File: src/pin_ctrl_defines.svh
// Constants for the control-pin logic of the clock generator.
// Assumes inclusion by bare name from files under src/.
`ifndef PIN_CTRL_DEFINES_SVH
`define PIN_CTRL_DEFINES_SVH

// Register offsets, byte addresses on the 8-bit address of the 32-bit register port.
`define REG_STATUS      8'h00
`define REG_OUT_DISABLE 8'h04
`define REG_OUT_STATE   8'h08
`define REG_ADDR_INFO   8'h0C
`define REG_DIV_BASE    8'h20
`define REG_DIV_STRIDE  8'h08
`define REG_DIV_B_OFS   8'h04

// Status register field positions.
`define ST_LOSS_BIT     0
`define ST_FAULT_BIT    1
`define ST_REF_LO       2
`define ST_SPREAD_LO    4
`define ST_FRAC_LO      6

// Integer divide value range and reset values.
`define DIV_MIN         8'h08
`define DIV_MAX         8'hFF
`define DIV_A_RESET     8'h08
`define DIV_B_RESET     8'h10

// Output enable timing, in output clock periods and microseconds.
`define OE_DISABLE_PERIODS 2'h3
`define OE_ENABLE_MAX_US   20
`define CLK_PERIOD_NS      10
`define OE_ENABLE_MAX_CYC  ((`OE_ENABLE_MAX_US * 1000) / `CLK_PERIOD_NS)

// Base serial bus target address, upper six bits; value is arbitrary.
`define TARGET_ADDR_BASE   6'h35

`endif

File: src/pin_ctrl_pkg.sv
// Types shared by the control-pin logic.
// Assumes nothing beyond a SystemVerilog compiler.
package pin_ctrl_pkg;

  // Reach of one output-enable pin.
  typedef enum logic [1:0] {
    OE_NONE   = 2'b00,
    OE_SINGLE = 2'b01,
    OE_BANK   = 2'b10,
    OE_ALL    = 2'b11
  } oe_scope_t;

  // Reference sources reached by the two-bit source select.
  typedef enum logic [1:0] {
    SRC_CRYSTAL = 2'b00,
    SRC_INPUT_B = 2'b01,
    SRC_INPUT_C = 2'b10,
    SRC_RSVD    = 2'b11
  } ref_src_t;

endpackage

File: src/config_control_pin_logic.sv
// Control logic behind the user-assignable control pins of a clock
// generator: spread and frequency selects, output enables, address
// select, source select and the fault indicators.
// Assumes all pins arrive as plain inputs and one 100 MHz clock mclk.
// Assumes the host never raises both register strobes together.
`timescale 1ns/10ps
`include "pin_ctrl_defines.svh"

// Function
// - Each spread enable pin turns modulation off low, on high.
// - Spread and frequency-select changes act at once, glitches possible.
// - Five integer dividers, one per bank, each with own select pin.
// - Integer select low picks preset A, high picks preset B.
// - Each preset divide value lies in 8 to 255 inclusive.
// - An enable pin reaches one output, one bank, or all outputs.
// - Deasserting enable stops each output within 2 to 6 periods.
// - Reenabling yields a clean clock within 20 microseconds.
// - True and complement single-ended pair enable and disable together.
// - Disable and enable reach a defined state without glitches.
// - Address pin sets the low bit of the 7-bit target address.
// - Two-bit source select picks crystal or one clock input.
// - Loss flag asserts when selected reference is slow or missing.
// - Loss flag is active low open drain.
// - Tracking fault asserts whenever the PLL cannot follow reference.
// - Register port serves as the serial bus target interface.
// - Bus writes change volatile settings only, lost at power down.
// - Pin function assignments cannot be changed by bus writes.
// - Stored configuration produces clocks at power up unaided.
// - Loss flag is absent on generic volatile-only parts.
// - Disable finishes current period; enable aligns to period start.
// - Enabled outputs may still be disabled by register bits.
module config_control_pin_logic
  import pin_ctrl_pkg::*;
#(
  parameter int          NUM_OUT  = 6,
  parameter int          NUM_OE   = 2,
  parameter logic [17:0] OUT_BANK = 18'h0A418,
  parameter logic [3:0]  OE_SCOPE = 4'b1001,
  parameter logic [7:0]  OE_TGT   = 8'h20,
  parameter logic [4:0]  FS_USED  = 5'h1F,
  parameter bit          LOSS_FEATURE = 1'b1
) (
  // Clock, reset and clock enable.
  input  wire logic               mclk,
  input  wire logic               rst,
  input  wire logic               ce,
  // Register port.
  input  wire logic [7:0]         reg_addr,
  input  wire logic [31:0]        reg_wdata,
  input  wire logic               reg_wr,
  input  wire logic               reg_rd,
  output logic      [31:0]        reg_rdata,
  // Control pins.
  input  wire logic [1:0]         spread_enable_inputs,
  input  wire logic [4:0]         int_divider_freq_select,
  input  wire logic [1:0]         frac_divider_freq_select,
  input  wire logic [NUM_OE-1:0]  out_enable_n,
  input  wire logic               addr_select,
  input  wire logic [1:0]         input_source_select,
  // Reference monitor and PLL status.
  input  wire logic [2:0]         ref_detected,
  input  wire logic [2:0]         ref_freq_low,
  input  wire logic               pll_unlock,
  // Controls to the synthesis core.
  output logic [1:0]              spread_on,
  output logic [1:0]              frac_profile_sel,
  output logic [1:0]              ref_select,
  output logic [6:0]              target_addr,
  // Output buffers, true and complement.
  output logic [NUM_OUT-1:0]      clk_out_true,
  output logic [NUM_OUT-1:0]      clk_out_comp,
  // Indicators.
  output logic                    reference_missing_flag_o,
  output logic                    reference_missing_flag_oe,
  output logic                    pll_tracking_fault
);

  // Pin map inside the synchronizer word, low bit first:
  //   [1:0]   spread enables, one per fractional synthesizer,
  //   [6:2]   integer divider selects, one per bank,
  //   [8:7]   fractional divider selects,
  //   [9]     address select,
  //   [11:10] source select,
  //   and the output enable pins above them.
  // One word gives every pin the same stage count, so pins that change
  // together also act together.
  localparam int NSYNC = NUM_OE + 12;

  // Synchronizer stages; stage one feeds stage two only.
  logic [NSYNC-1:0] pin_meta_r;
  logic [NSYNC-1:0] pin_sync_r;
  logic [NSYNC-1:0] pin_raw;

  // Synchronized pins split back into their functions.
  logic [1:0]        ss_s;
  logic [4:0]        fsi_s;
  logic [1:0]        fsf_s;
  logic [NUM_OE-1:0] oe_n_s;
  logic              adr_s;
  logic [1:0]        src_s;

  // Volatile registers. Nothing here survives power loss: reset brings
  // back the presets, which stand in for the stored configuration.
  logic [NUM_OUT-1:0] disable_r;
  logic [7:0]         div_a_r [5];
  logic [7:0]         div_b_r [5];

  // Divider state per bank.
  // A bank_edge bit marks the last cycle of a period, before the wrap.
  logic [4:0] bank_clk_r;
  logic [4:0] bank_edge;

  // Output gating state.
  logic [NUM_OUT-1:0] en_r;
  logic [NUM_OUT-1:0] want_en;
  logic               loss_now;

  // Gather the pins into one word, then split the second stage back
  // into its groups; the slices follow the map above.
  assign pin_raw = {out_enable_n, input_source_select, addr_select,
                    frac_divider_freq_select, int_divider_freq_select,
                    spread_enable_inputs};
  assign ss_s   = pin_sync_r[1:0];
  assign fsi_s  = pin_sync_r[6:2];
  assign fsf_s  = pin_sync_r[8:7];
  assign adr_s  = pin_sync_r[9];
  assign src_s  = pin_sync_r[11:10];
  assign oe_n_s = pin_sync_r[NSYNC-1:12];

  // Two flops per pin; nothing downstream looks at the first stage.
  always_ff @(posedge mclk or posedge rst) begin
    if (rst) begin
      // Reset to the idle level of every pin, enabled and unspread, so
      // that the release of reset shows no false change on any pin.
      pin_meta_r <= '0;
      pin_sync_r <= '0;
    end else if (ce) begin
      pin_meta_r <= pin_raw;
      pin_sync_r <= pin_meta_r;
    end
  end

  // Pin-driven controls for the synthesis core act on the next edge.
  // They reach the core ungated, so a change may disturb the outputs
  // it affects; a user who needs clean edges must disable them first.
  always_ff @(posedge mclk or posedge rst) begin
    if (rst) begin
      spread_on        <= 2'h0;
      frac_profile_sel <= 2'h0;
      target_addr      <= {`TARGET_ADDR_BASE, 1'b0};
    end else if (ce) begin
      spread_on        <= ss_s;
      frac_profile_sel <= fsf_s;
      target_addr      <= {`TARGET_ADDR_BASE, adr_s};
    end
  end

  // Source select; the reserved code keeps the previous choice because
  // switching to nothing would only add one more disturbance.
  // Switching is not glitch free; receivers must tolerate it.
  always_ff @(posedge mclk or posedge rst) begin
    if (rst) begin
      ref_select <= SRC_CRYSTAL;
    end else if (ce && src_s != SRC_RSVD) begin
      ref_select <= src_s;
    end
  end

  // Loss of the selected reference, slow or gone.
  // The reserved code never reaches ref_select, but if it did the
  // missing choice would count as a loss, which errs on the safe side.
  always_comb begin
    loss_now = 1'b0;
    case (ref_select)
      SRC_CRYSTAL: loss_now = ~ref_detected[0] | ref_freq_low[0];
      SRC_INPUT_B: loss_now = ~ref_detected[1] | ref_freq_low[1];
      SRC_INPUT_C: loss_now = ~ref_detected[2] | ref_freq_low[2];
      default:     loss_now = 1'b1;
    endcase
  end

  // Indicators; the loss pin only ever pulls low or floats.
  // The open-drain pin is data fixed low plus an enable. The fault
  // output also follows the loss term, since a PLL with no reference
  // cannot track it even before its own detector notices.
  always_ff @(posedge mclk or posedge rst) begin
    if (rst) begin
      reference_missing_flag_o  <= 1'b0;
      reference_missing_flag_oe <= 1'b0;
      pll_tracking_fault        <= 1'b0;
    end else if (ce) begin
      reference_missing_flag_o  <= 1'b0;
      reference_missing_flag_oe <= LOSS_FEATURE & loss_now;
      pll_tracking_fault        <= pll_unlock | loss_now;
    end
  end

  // Register writes. Pin assignments live in parameters, not here, so
  // the bus cannot move a pin to another function. Nothing is stored
  // beyond these flops; reset brings back the factory presets.
  // Limitation: a refused divide value is dropped silently, so software
  // must read it back to learn whether it took.
  always_ff @(posedge mclk or posedge rst) begin
    if (rst) begin
      disable_r <= '0;
      for (int k = 0; k < 5; k++) begin
        div_a_r[k] <= `DIV_A_RESET;
        div_b_r[k] <= `DIV_B_RESET;
      end
    end else if (ce && reg_wr) begin
      if (reg_addr == `REG_OUT_DISABLE) begin
        disable_r <= reg_wdata[NUM_OUT-1:0];
      end
      for (int k = 0; k < 5; k++) begin
        // One loop decodes all five dividers so their maps cannot drift.
        // Values below the minimum are refused and the old one stays.
        if (reg_wdata[7:0] >= `DIV_MIN && reg_wdata[31:8] == 24'h0) begin
          if (reg_addr == `REG_DIV_BASE + 8'(k) * `REG_DIV_STRIDE) begin
            div_a_r[k] <= reg_wdata[7:0];
          end
          if (reg_addr == `REG_DIV_BASE + 8'(k) * `REG_DIV_STRIDE
                          + `REG_DIV_B_OFS) begin
            div_b_r[k] <= reg_wdata[7:0];
          end
        end
      end
    end
  end

  // Register reads; data stand in the cycle after the strobe only.
  // Reads have no side effects, and the data fall back to zero after
  // their cycle so that a late sample never shows stale data.
  always_ff @(posedge mclk or posedge rst) begin
    if (rst) begin
      reg_rdata <= 32'h0000_0000;
    end else if (ce) begin
      reg_rdata <= 32'h0000_0000;
      if (reg_rd) begin
        case (reg_addr)
          `REG_STATUS: begin
            reg_rdata[`ST_LOSS_BIT]                <= loss_now;
            reg_rdata[`ST_FAULT_BIT]               <= pll_tracking_fault;
            reg_rdata[`ST_REF_LO+1:`ST_REF_LO]     <= ref_select;
            reg_rdata[`ST_SPREAD_LO+1:`ST_SPREAD_LO] <= spread_on;
            reg_rdata[`ST_FRAC_LO+1:`ST_FRAC_LO]   <= frac_profile_sel;
          end
          `REG_OUT_DISABLE: reg_rdata[NUM_OUT-1:0] <= disable_r;
          `REG_OUT_STATE:   reg_rdata[NUM_OUT-1:0] <= en_r;
          `REG_ADDR_INFO:   reg_rdata[6:0]         <= target_addr;
          default: begin
            for (int k = 0; k < 5; k++) begin
              if (reg_addr == `REG_DIV_BASE + 8'(k) * `REG_DIV_STRIDE) begin
                reg_rdata[7:0] <= div_a_r[k];
              end
              if (reg_addr == `REG_DIV_BASE + 8'(k) * `REG_DIV_STRIDE
                              + `REG_DIV_B_OFS) begin
                reg_rdata[7:0] <= div_b_r[k];
              end
            end
          end
        endcase
      end
    end
  end

  // One integer divider per bank. A select change takes the new value
  // at once; the counter wraps early rather than running past the end,
  // which may shorten one period.
  // The trade: the live select is compared, not a value latched at the
  // wrap, which is what makes the select act at once.
  for (genvar b = 0; b < 5; b++) begin : g_div
    logic [7:0] cnt_r;
    logic [7:0] div_val;
    logic [7:0] cnt_nxt;

    always_comb begin
      div_val = (FS_USED[b] && fsi_s[b]) ? div_b_r[b]
                                         : div_a_r[b];
      if (cnt_r >= div_val - 8'h01) begin
        cnt_nxt = 8'h00;
      end else begin
        cnt_nxt = cnt_r + 8'h01;
      end
    end

    // Period starts when the counter wraps; the clock is high first.
    assign bank_edge[b] = (cnt_nxt == 8'h00);

    // Counter and bank clock advance together, so the rise of the clock
    // lands on the edge that ends a boundary cycle, except when a select change raises the divide value mid-period.
    always_ff @(posedge mclk or posedge rst) begin
      if (rst) begin
        cnt_r         <= 8'h00;
        bank_clk_r[b] <= 1'b0;
      end else if (ce) begin
        cnt_r         <= cnt_nxt;
        bank_clk_r[b] <= cnt_nxt < (div_val >> 1);
      end
    end
  end

  // Per output: gather the enable pins that reach it, then gate its
  // bank clock only at period boundaries.
  // The register bit or any pin whose reach covers the output can stop
  // it on its own.
  for (genvar o = 0; o < NUM_OUT; o++) begin : g_out
    localparam logic [2:0] BANK = OUT_BANK[3*o +: 3];
    logic [1:0] wait_r;

    always_comb begin
      want_en[o] = ~disable_r[o];
      for (int p = 0; p < NUM_OE; p++) begin
        case (oe_scope_t'(OE_SCOPE[2*p +: 2]))
          OE_SINGLE: if (OE_TGT[4*p +: 4] == 4'(o) && oe_n_s[p])
                       want_en[o] = 1'b0;
          OE_BANK:   if (OE_TGT[4*p +: 3] == BANK && oe_n_s[p])
                       want_en[o] = 1'b0;
          OE_ALL:    if (oe_n_s[p]) want_en[o] = 1'b0;
          default:   ;
        endcase
      end
    end

    // Disable waits for the third boundary, so the output stops after
    // two to three whole periods; enable starts at the next boundary,
    // at most 255 cycles away, far inside the enable limit.
    // A pin that returns before the disable lands cancels it, since
    // the wait count clears whenever the request goes away.
    always_ff @(posedge mclk or posedge rst) begin
      if (rst) begin
        en_r[o] <= 1'b1;
        wait_r  <= 2'h0;
      end else if (ce) begin
        if (en_r[o] && !want_en[o]) begin
          if (bank_edge[BANK]) begin
            if (wait_r == `OE_DISABLE_PERIODS - 2'h1) begin
              en_r[o] <= 1'b0;
              wait_r  <= 2'h0;
            end else begin
              wait_r <= wait_r + 2'h1;
            end
          end
        end else if (!en_r[o] && want_en[o] && bank_edge[BANK]) begin
          en_r[o] <= 1'b1;
          wait_r  <= 2'h0;
        end else begin
          wait_r <= 2'h0;
        end
      end
    end

    // Both pins of the pair share one gate and rest low when off.
    // The gate only moves at a boundary, where the bank clock rises, so
    // neither pin shows a partial phase; both rest low, a known state.
    always_ff @(posedge mclk or posedge rst) begin
      if (rst) begin
        clk_out_true[o] <= 1'b0;
        clk_out_comp[o] <= 1'b0;
      end else if (ce) begin
        clk_out_true[o] <= en_r[o] & bank_clk_r[BANK];
        clk_out_comp[o] <= en_r[o] & ~bank_clk_r[BANK];
      end
    end
  end

endmodule

File: config.mk
export PLATFORM = sky130hd
export DESIGN_NAME = config_control_pin_logic
export DESIGN_NICKNAME = d
export VERILOG_FILES = /design/src/pin_ctrl_pkg.sv /design/src/config_control_pin_logic.sv
export VERILOG_INCLUDE_DIRS = /design/src /design/src/src
export SDC_FILE = /design/constraint.sdc
export NUM_CORES = 1
export LEC_CHECK = 0
export BUFFER_PORTS_ARGS = -buffer_cell sky130_fd_sc_hd__buf_2
export CAP_MARGIN = 20
export CELL_PAD_IN_SITES_DETAIL_PLACEMENT = 0
export CELL_PAD_IN_SITES_GLOBAL_PLACEMENT = 1
export CORE_MARGIN = 3
export CORE_UTILIZATION = 50
export CTS_BUF_LIST = sky130_fd_sc_hd__clkbuf_16
export CTS_CLUSTER_SIZE = 12
export DETAILED_ROUTE_END_ITERATION = 6
export PLACE_DENSITY = 0.94
export SKIP_CTS_REPAIR_TIMING = 1
export SLEW_MARGIN = 10
export SYNTH_ARGS = -nofsm -noshare
export SYNTH_HDL_FRONTEND = slang
export SYNTH_SLANG_ARGS = --single-unit
File: constraint.sdc
create_clock -name mclk -period 14.6 [get_ports mclk]
set_input_delay 1.46 -clock mclk [delete_from_list [all_inputs] [get_ports mclk]]
set_output_delay 1.46 -clock mclk [all_outputs]
set_load 0.03 [all_outputs]
* After elaboration in Yosys (flattened, before gate mapping) *
Index checks and enable logic that the tools add are counted.

cells by class
  equal/unequal tests = 34
  mux-type cells = 68
  bitwise gates (word level) = 29
  add/sub/neg operators = 14
  order comparisons = 9
  reductions and logical operators = 68

operators with widths
  cell                   number
  $mux W8                19
  $eq A8 B6 Y1 const B   8
  $logic_not A8 Y1       5
  $mux W2                18
  $add A8 B1 Y8 const B  4
  $ge A8 B8 Y1           4
  $lt A8 B7 Y1           4
  $sub A8 B1 Y8 const B  4
  $reduce_and A3 Y1      10
  $mux W1                27
  $logic_not A24 Y1      1
  $pmux W6 S4            1
  $reduce_and A4 Y1      6
  $logic_and A1 B1 Y1    21
  $eq A8 B4 Y1 const B   2
  $eq A8 B7 Y1 const B   2
  $eq A2 B2 Y1 const B   7
  $ne A2 B2 Y1 const B   7
  $reduce_and A2 Y1      7
  $not A1 Y1             13
  $add A2 B1 Y2 const B  6
  $and A1 B1 Y1          12
  $ne A2 B1 Y1 const B   6
  $reduce_bool A2 Y1     6
  other kinds (10)       22

word-level totals
  word-level logic and storage cells = 274
  bits of input ports = 66
  output and inout port bits = 60
  bits in registers = 197

* Longest topological paths before layout *
  depth after elaboration = 13
  gate-level depth with buffers = 19
  depth with buffers taken out = 17

* Worst setup path before layout *
Ideal clock, no wire load.

  kind = register -> register
  start = register pin_sync_r[5]
  end = register bank_clk_r[3]
  path slack = 10.530 ns
  path buffers = 2
  period minus slack after synthesis = 4.070 ns
  arrival = 3.987 ns
  stages on the path, launching flop included = 19
  cells stage by stage = dfrtp_1 -> clkbuf_1 -> mux2i_1 -> nand3_1 -> nor2_1 -> nand3_1 -> xnor2_1 -> ha_1 -> a2111oi_0 -> inv_1 -> o31a_1 -> clkbuf_1 -> nor2_1 -> ha_1 -> a2111oi_0 -> o21ai_0 -> a21oi_1 -> o211ai_1 -> o21ai_0

between the ends
  word-level cells in the longest chain between the ends = 5

RTL lines
  element                        line                             RTL
  start, declared                config_control_pin_logic.sv:91   logic [NSYNC-1:0] pin_sync_r;
  start signal, assigned         config_control_pin_logic.sv:139  pin_sync_r <= pin_meta_r;
  $mux W8                        config_control_pin_logic.sv:277  div_val = (FS_USED[b] && fsi_s[b]) ? div_b_r[b]
  $sub A8 B1 Y8                  config_control_pin_logic.sv:279  if (cnt_r >= div_val - 8'h01) begin
  $ge A8 B8 Y1                   config_control_pin_logic.sv:279
  $mux W8                        config_control_pin_logic.sv:279
  via g_div[3].cnt_nxt[5]        config_control_pin_logic.sv:274  logic [7:0] cnt_nxt;
  $lt A8 B7 Y1                   config_control_pin_logic.sv:297  bank_clk_r[b] <= cnt_nxt < (div_val >> 1);
  end signal, assigned by index  config_control_pin_logic.sv:297
  end, declared                  config_control_pin_logic.sv:110  logic [4:0] bank_clk_r;

The timed path passes the listed nets, and every way through them passes these cells.
A chain may end at the register's enable or synchronous reset.

* Worst setup path in the final report *
Same ends and word-level chain as after synthesis.

==> flow_summary.ini <==
[run_status]
status = finished clean

[clock_network]
clk_pin_slew_ns = 0.07
clockBufferDepth = 2
clock_latency_ns = 0.44
cts_sinks = 195
htreeDepth = 4
numCtsBuffers = 17
clockRootBuffer = clkbuf_16
cts_tree = done

[floorplan]
die_w_um = 160
rows = 55
die_area_um2 = 25500
core_area_um2 = 22900
die_y_um = 160
ios = 126
start_util = 0.516

[critical_path]
required_ns = 14.96
cp_max_fo = 14
crit_arrival_ns = 4.87
crit_path_cell_trace = mux2i_1 -> nand3_1 -> nor2_1 -> nand3_1 -> xnor2_1 -> ha_1 -> a2111oi_0 -> inv_1 -> o31a_1 -> nor2_1 -> ha_1 -> a2111oi_0 -> o21ai_0 -> a21oi_1 -> o211ai_1 -> o21ai_0
cp_slowest_stage_delay_ns = 0.64
cpMaxStageDelayCell = dfrtp_1
r2r_setup_slack_ns = 10.10
start_kind = register
critPathKind = register to register
endpoint_kind = register

[synth]
syn_avg_cell_area_um2 = 10.6
synthAdderAreaFrac = 0.0677
synth_most_common_cell = dfrtp_1
synth_top_cell_area_share = 0.379
synth_area_leaders = dfrtp_1 38%, mux2_2 14%, ha_1 6.8%, dfstp_2 3.6%, mux2i_1 3.1%
synth_xor_area_frac = 0.0370
synthTopCellsByCount = 179 x dfrtp_1, 142 x mux2_2, 76 x nor2_1
ys_types = 76
synth_compound_area_frac = 0.128
synth_area_um2 = 11800
synth_edf_count = 0
async_flop_share = 1.00
yosysWarnings = 0
ys_seq_elements = 195
synthCells = 1112
yosys.area_share.simple = 0.119
ys_seq_area_frac = 0.415
synthMuxAreaShare = 0.183
yosysTopAreaCell = dfrtp_1
synthFlopType = dfrtp_1
synth_top_family_by_area = multiplexers

[drt]
dr.first_iter.drc_count = 685
wire_per_inst_um = 19.1
dr.pass1.iters = 5
drc = 0
vias = 8819
antenna_left = 0
viasPerCell = 5.90
wl_um = 28600

[power_and_ir_drop]
leakagePower_uw = 0.00609
p_per_area_nw_per_um2 = 134
ir_drop_uv = 114
p_total_uw = 1730

[global_route]
gr-total-overflow = 0
antenna_found_initial = 0
grt_pass1_vias = 8897
grt.total_usage = 0.225
grt_max_degree = 128
grt_pass1_wl_um = 46400

[sta]
period_share = 0.308
slew_headroom = 0.311
setup_viol = 0
worst_slew_pin_slew_ns = 1.03
drv_slew = 0
max_freq_ghz = 0.222
rsz0062_at_grt = no
skew_ns = 0.00889
hold_viol_final = 0
hold_ws_ns = 0.450
setup_tns_ns = 0
fin_crit_ns = 4.50
fin_ws_ns = 10.10

[final_layout]
finalNetCount = 1299
drive_above_1_share = 0.262
areaGrowthSynthToFinish_pct = 9.58
antenna_cells = 0
n_fill_cell = 1977

[place]
dpl.hpwl_um = 20500
place_congestion = 0.905
port_buffers = 93
place_ws_ns = 10.16

[flow_run]
cap_violations = 0

[min_path]
hold_class = register to register
[power breakdown]
part | internal (uW) | switching [uW] | leakage (uW) | total [uW]
Sequential | 618 | 111 | 0.00252 | 729
Clock | 268 | 211 | 0.000292 | 479
Combinational | 231 | 292 | 0.00328 | 522
[routing by layer]
layer,vias to the layer above,track usage,part of all wire
met1,4396,0.285,0.43
met4,0,0.0887,0.031
met2,227,0.384,0.49
met3,57,0.0412,0.043
li1,4139,-,-
met5,-,0,0
[flip-flops by register name, summed over array words and instances (netlist names), 6 cells and up]
signal	count
clk_out_true	6
div_a_r	40
g_div.cnt_r	32
pin_sync_r	13
g_out.wait_r	12
disable_r	6
div_b_r	40
pin_meta_r	13
clk_out_comp	6
en_r	6
reg_rdata	8
[critical path: cells and delay by family, from the launching register on]
family	cells	cell delay (ns)
AO/OA/AOI/OAI	7	1.89
adder cells (fa/ha/maj)	2	0.46
XOR/XNOR	1	0.16
AND/OR/NAND/NOR	4	0.71
multiplexers	1	0.46
flip-flops	1	0.64
buffers and inverters	1	0.09
[path summary, 6_finish.rpt]
check	start	end	cells past startpoint
min in group asynchronous	rst	g_div[2].cnt_r[2]	2
worst min-delay path	bank_clk_r[3]	clk_out_comp[1]	1
worst max register to register	pin_sync_r[5]	bank_clk_r[3]	16
worst min register to register	bank_clk_r[3]	clk_out_comp[1]	1
worst max-delay path	pin_sync_r[5]	bank_clk_r[3]	16
max in group asynchronous	rst	g_div[1].cnt_r[3]	3
[metrics by stage]
step | util | cells | area (um2)
CTS | 0.565 | 1495 | 13000
global placement | 0.539 | 1463 | 12400
finish | 0.565 | 1495 | 13000
detailed placement | 0.539 | 1463 | 12400
global route | 0.565 | 1495 | 13000
floorplan | - | 1141 | 11900
[layout make-up]
type / count / area [um2] / share of cell area
clock inverter: 15 / 168 / 0.0129
sequential: 195 / 4900 / 0.378
multi-input combinational: 826 / 6430 / 0.497
timing repair buffer: 99 / 513 / 0.0396
inverter: 30 / 120 / 0.00927
tap: 313 / 392 / 0.0302
clock buffer: 17 / 425 / 0.0328
[logic make-up after synthesis]
group                    after synthesis
AO/OA/AOI/OAI                        220
XOR/XNOR                              50
adder cells (fa/ha/maj)               64
buffers and inverters                120
flip-flops                           195
multiplexers                         188
other                                  2
AND/OR/NAND/NOR                      273
[cell usage in the layout (no fill, tap or decap), types with 29 or more instances in the layout]
master	synthesis	layout
inv_1	29	31
conb_1	2	31
nand3_1	29	29
nor2_1	76	76
o21ai_0	59	59
mux2i_1	37	37
a21oi_1	47	47
mux2_2	142	142
ha_1	64	64
buf_2	6	92
nand2_1	65	65
dfrtp_1	179	179
Power figures use the tool's default switching activity.
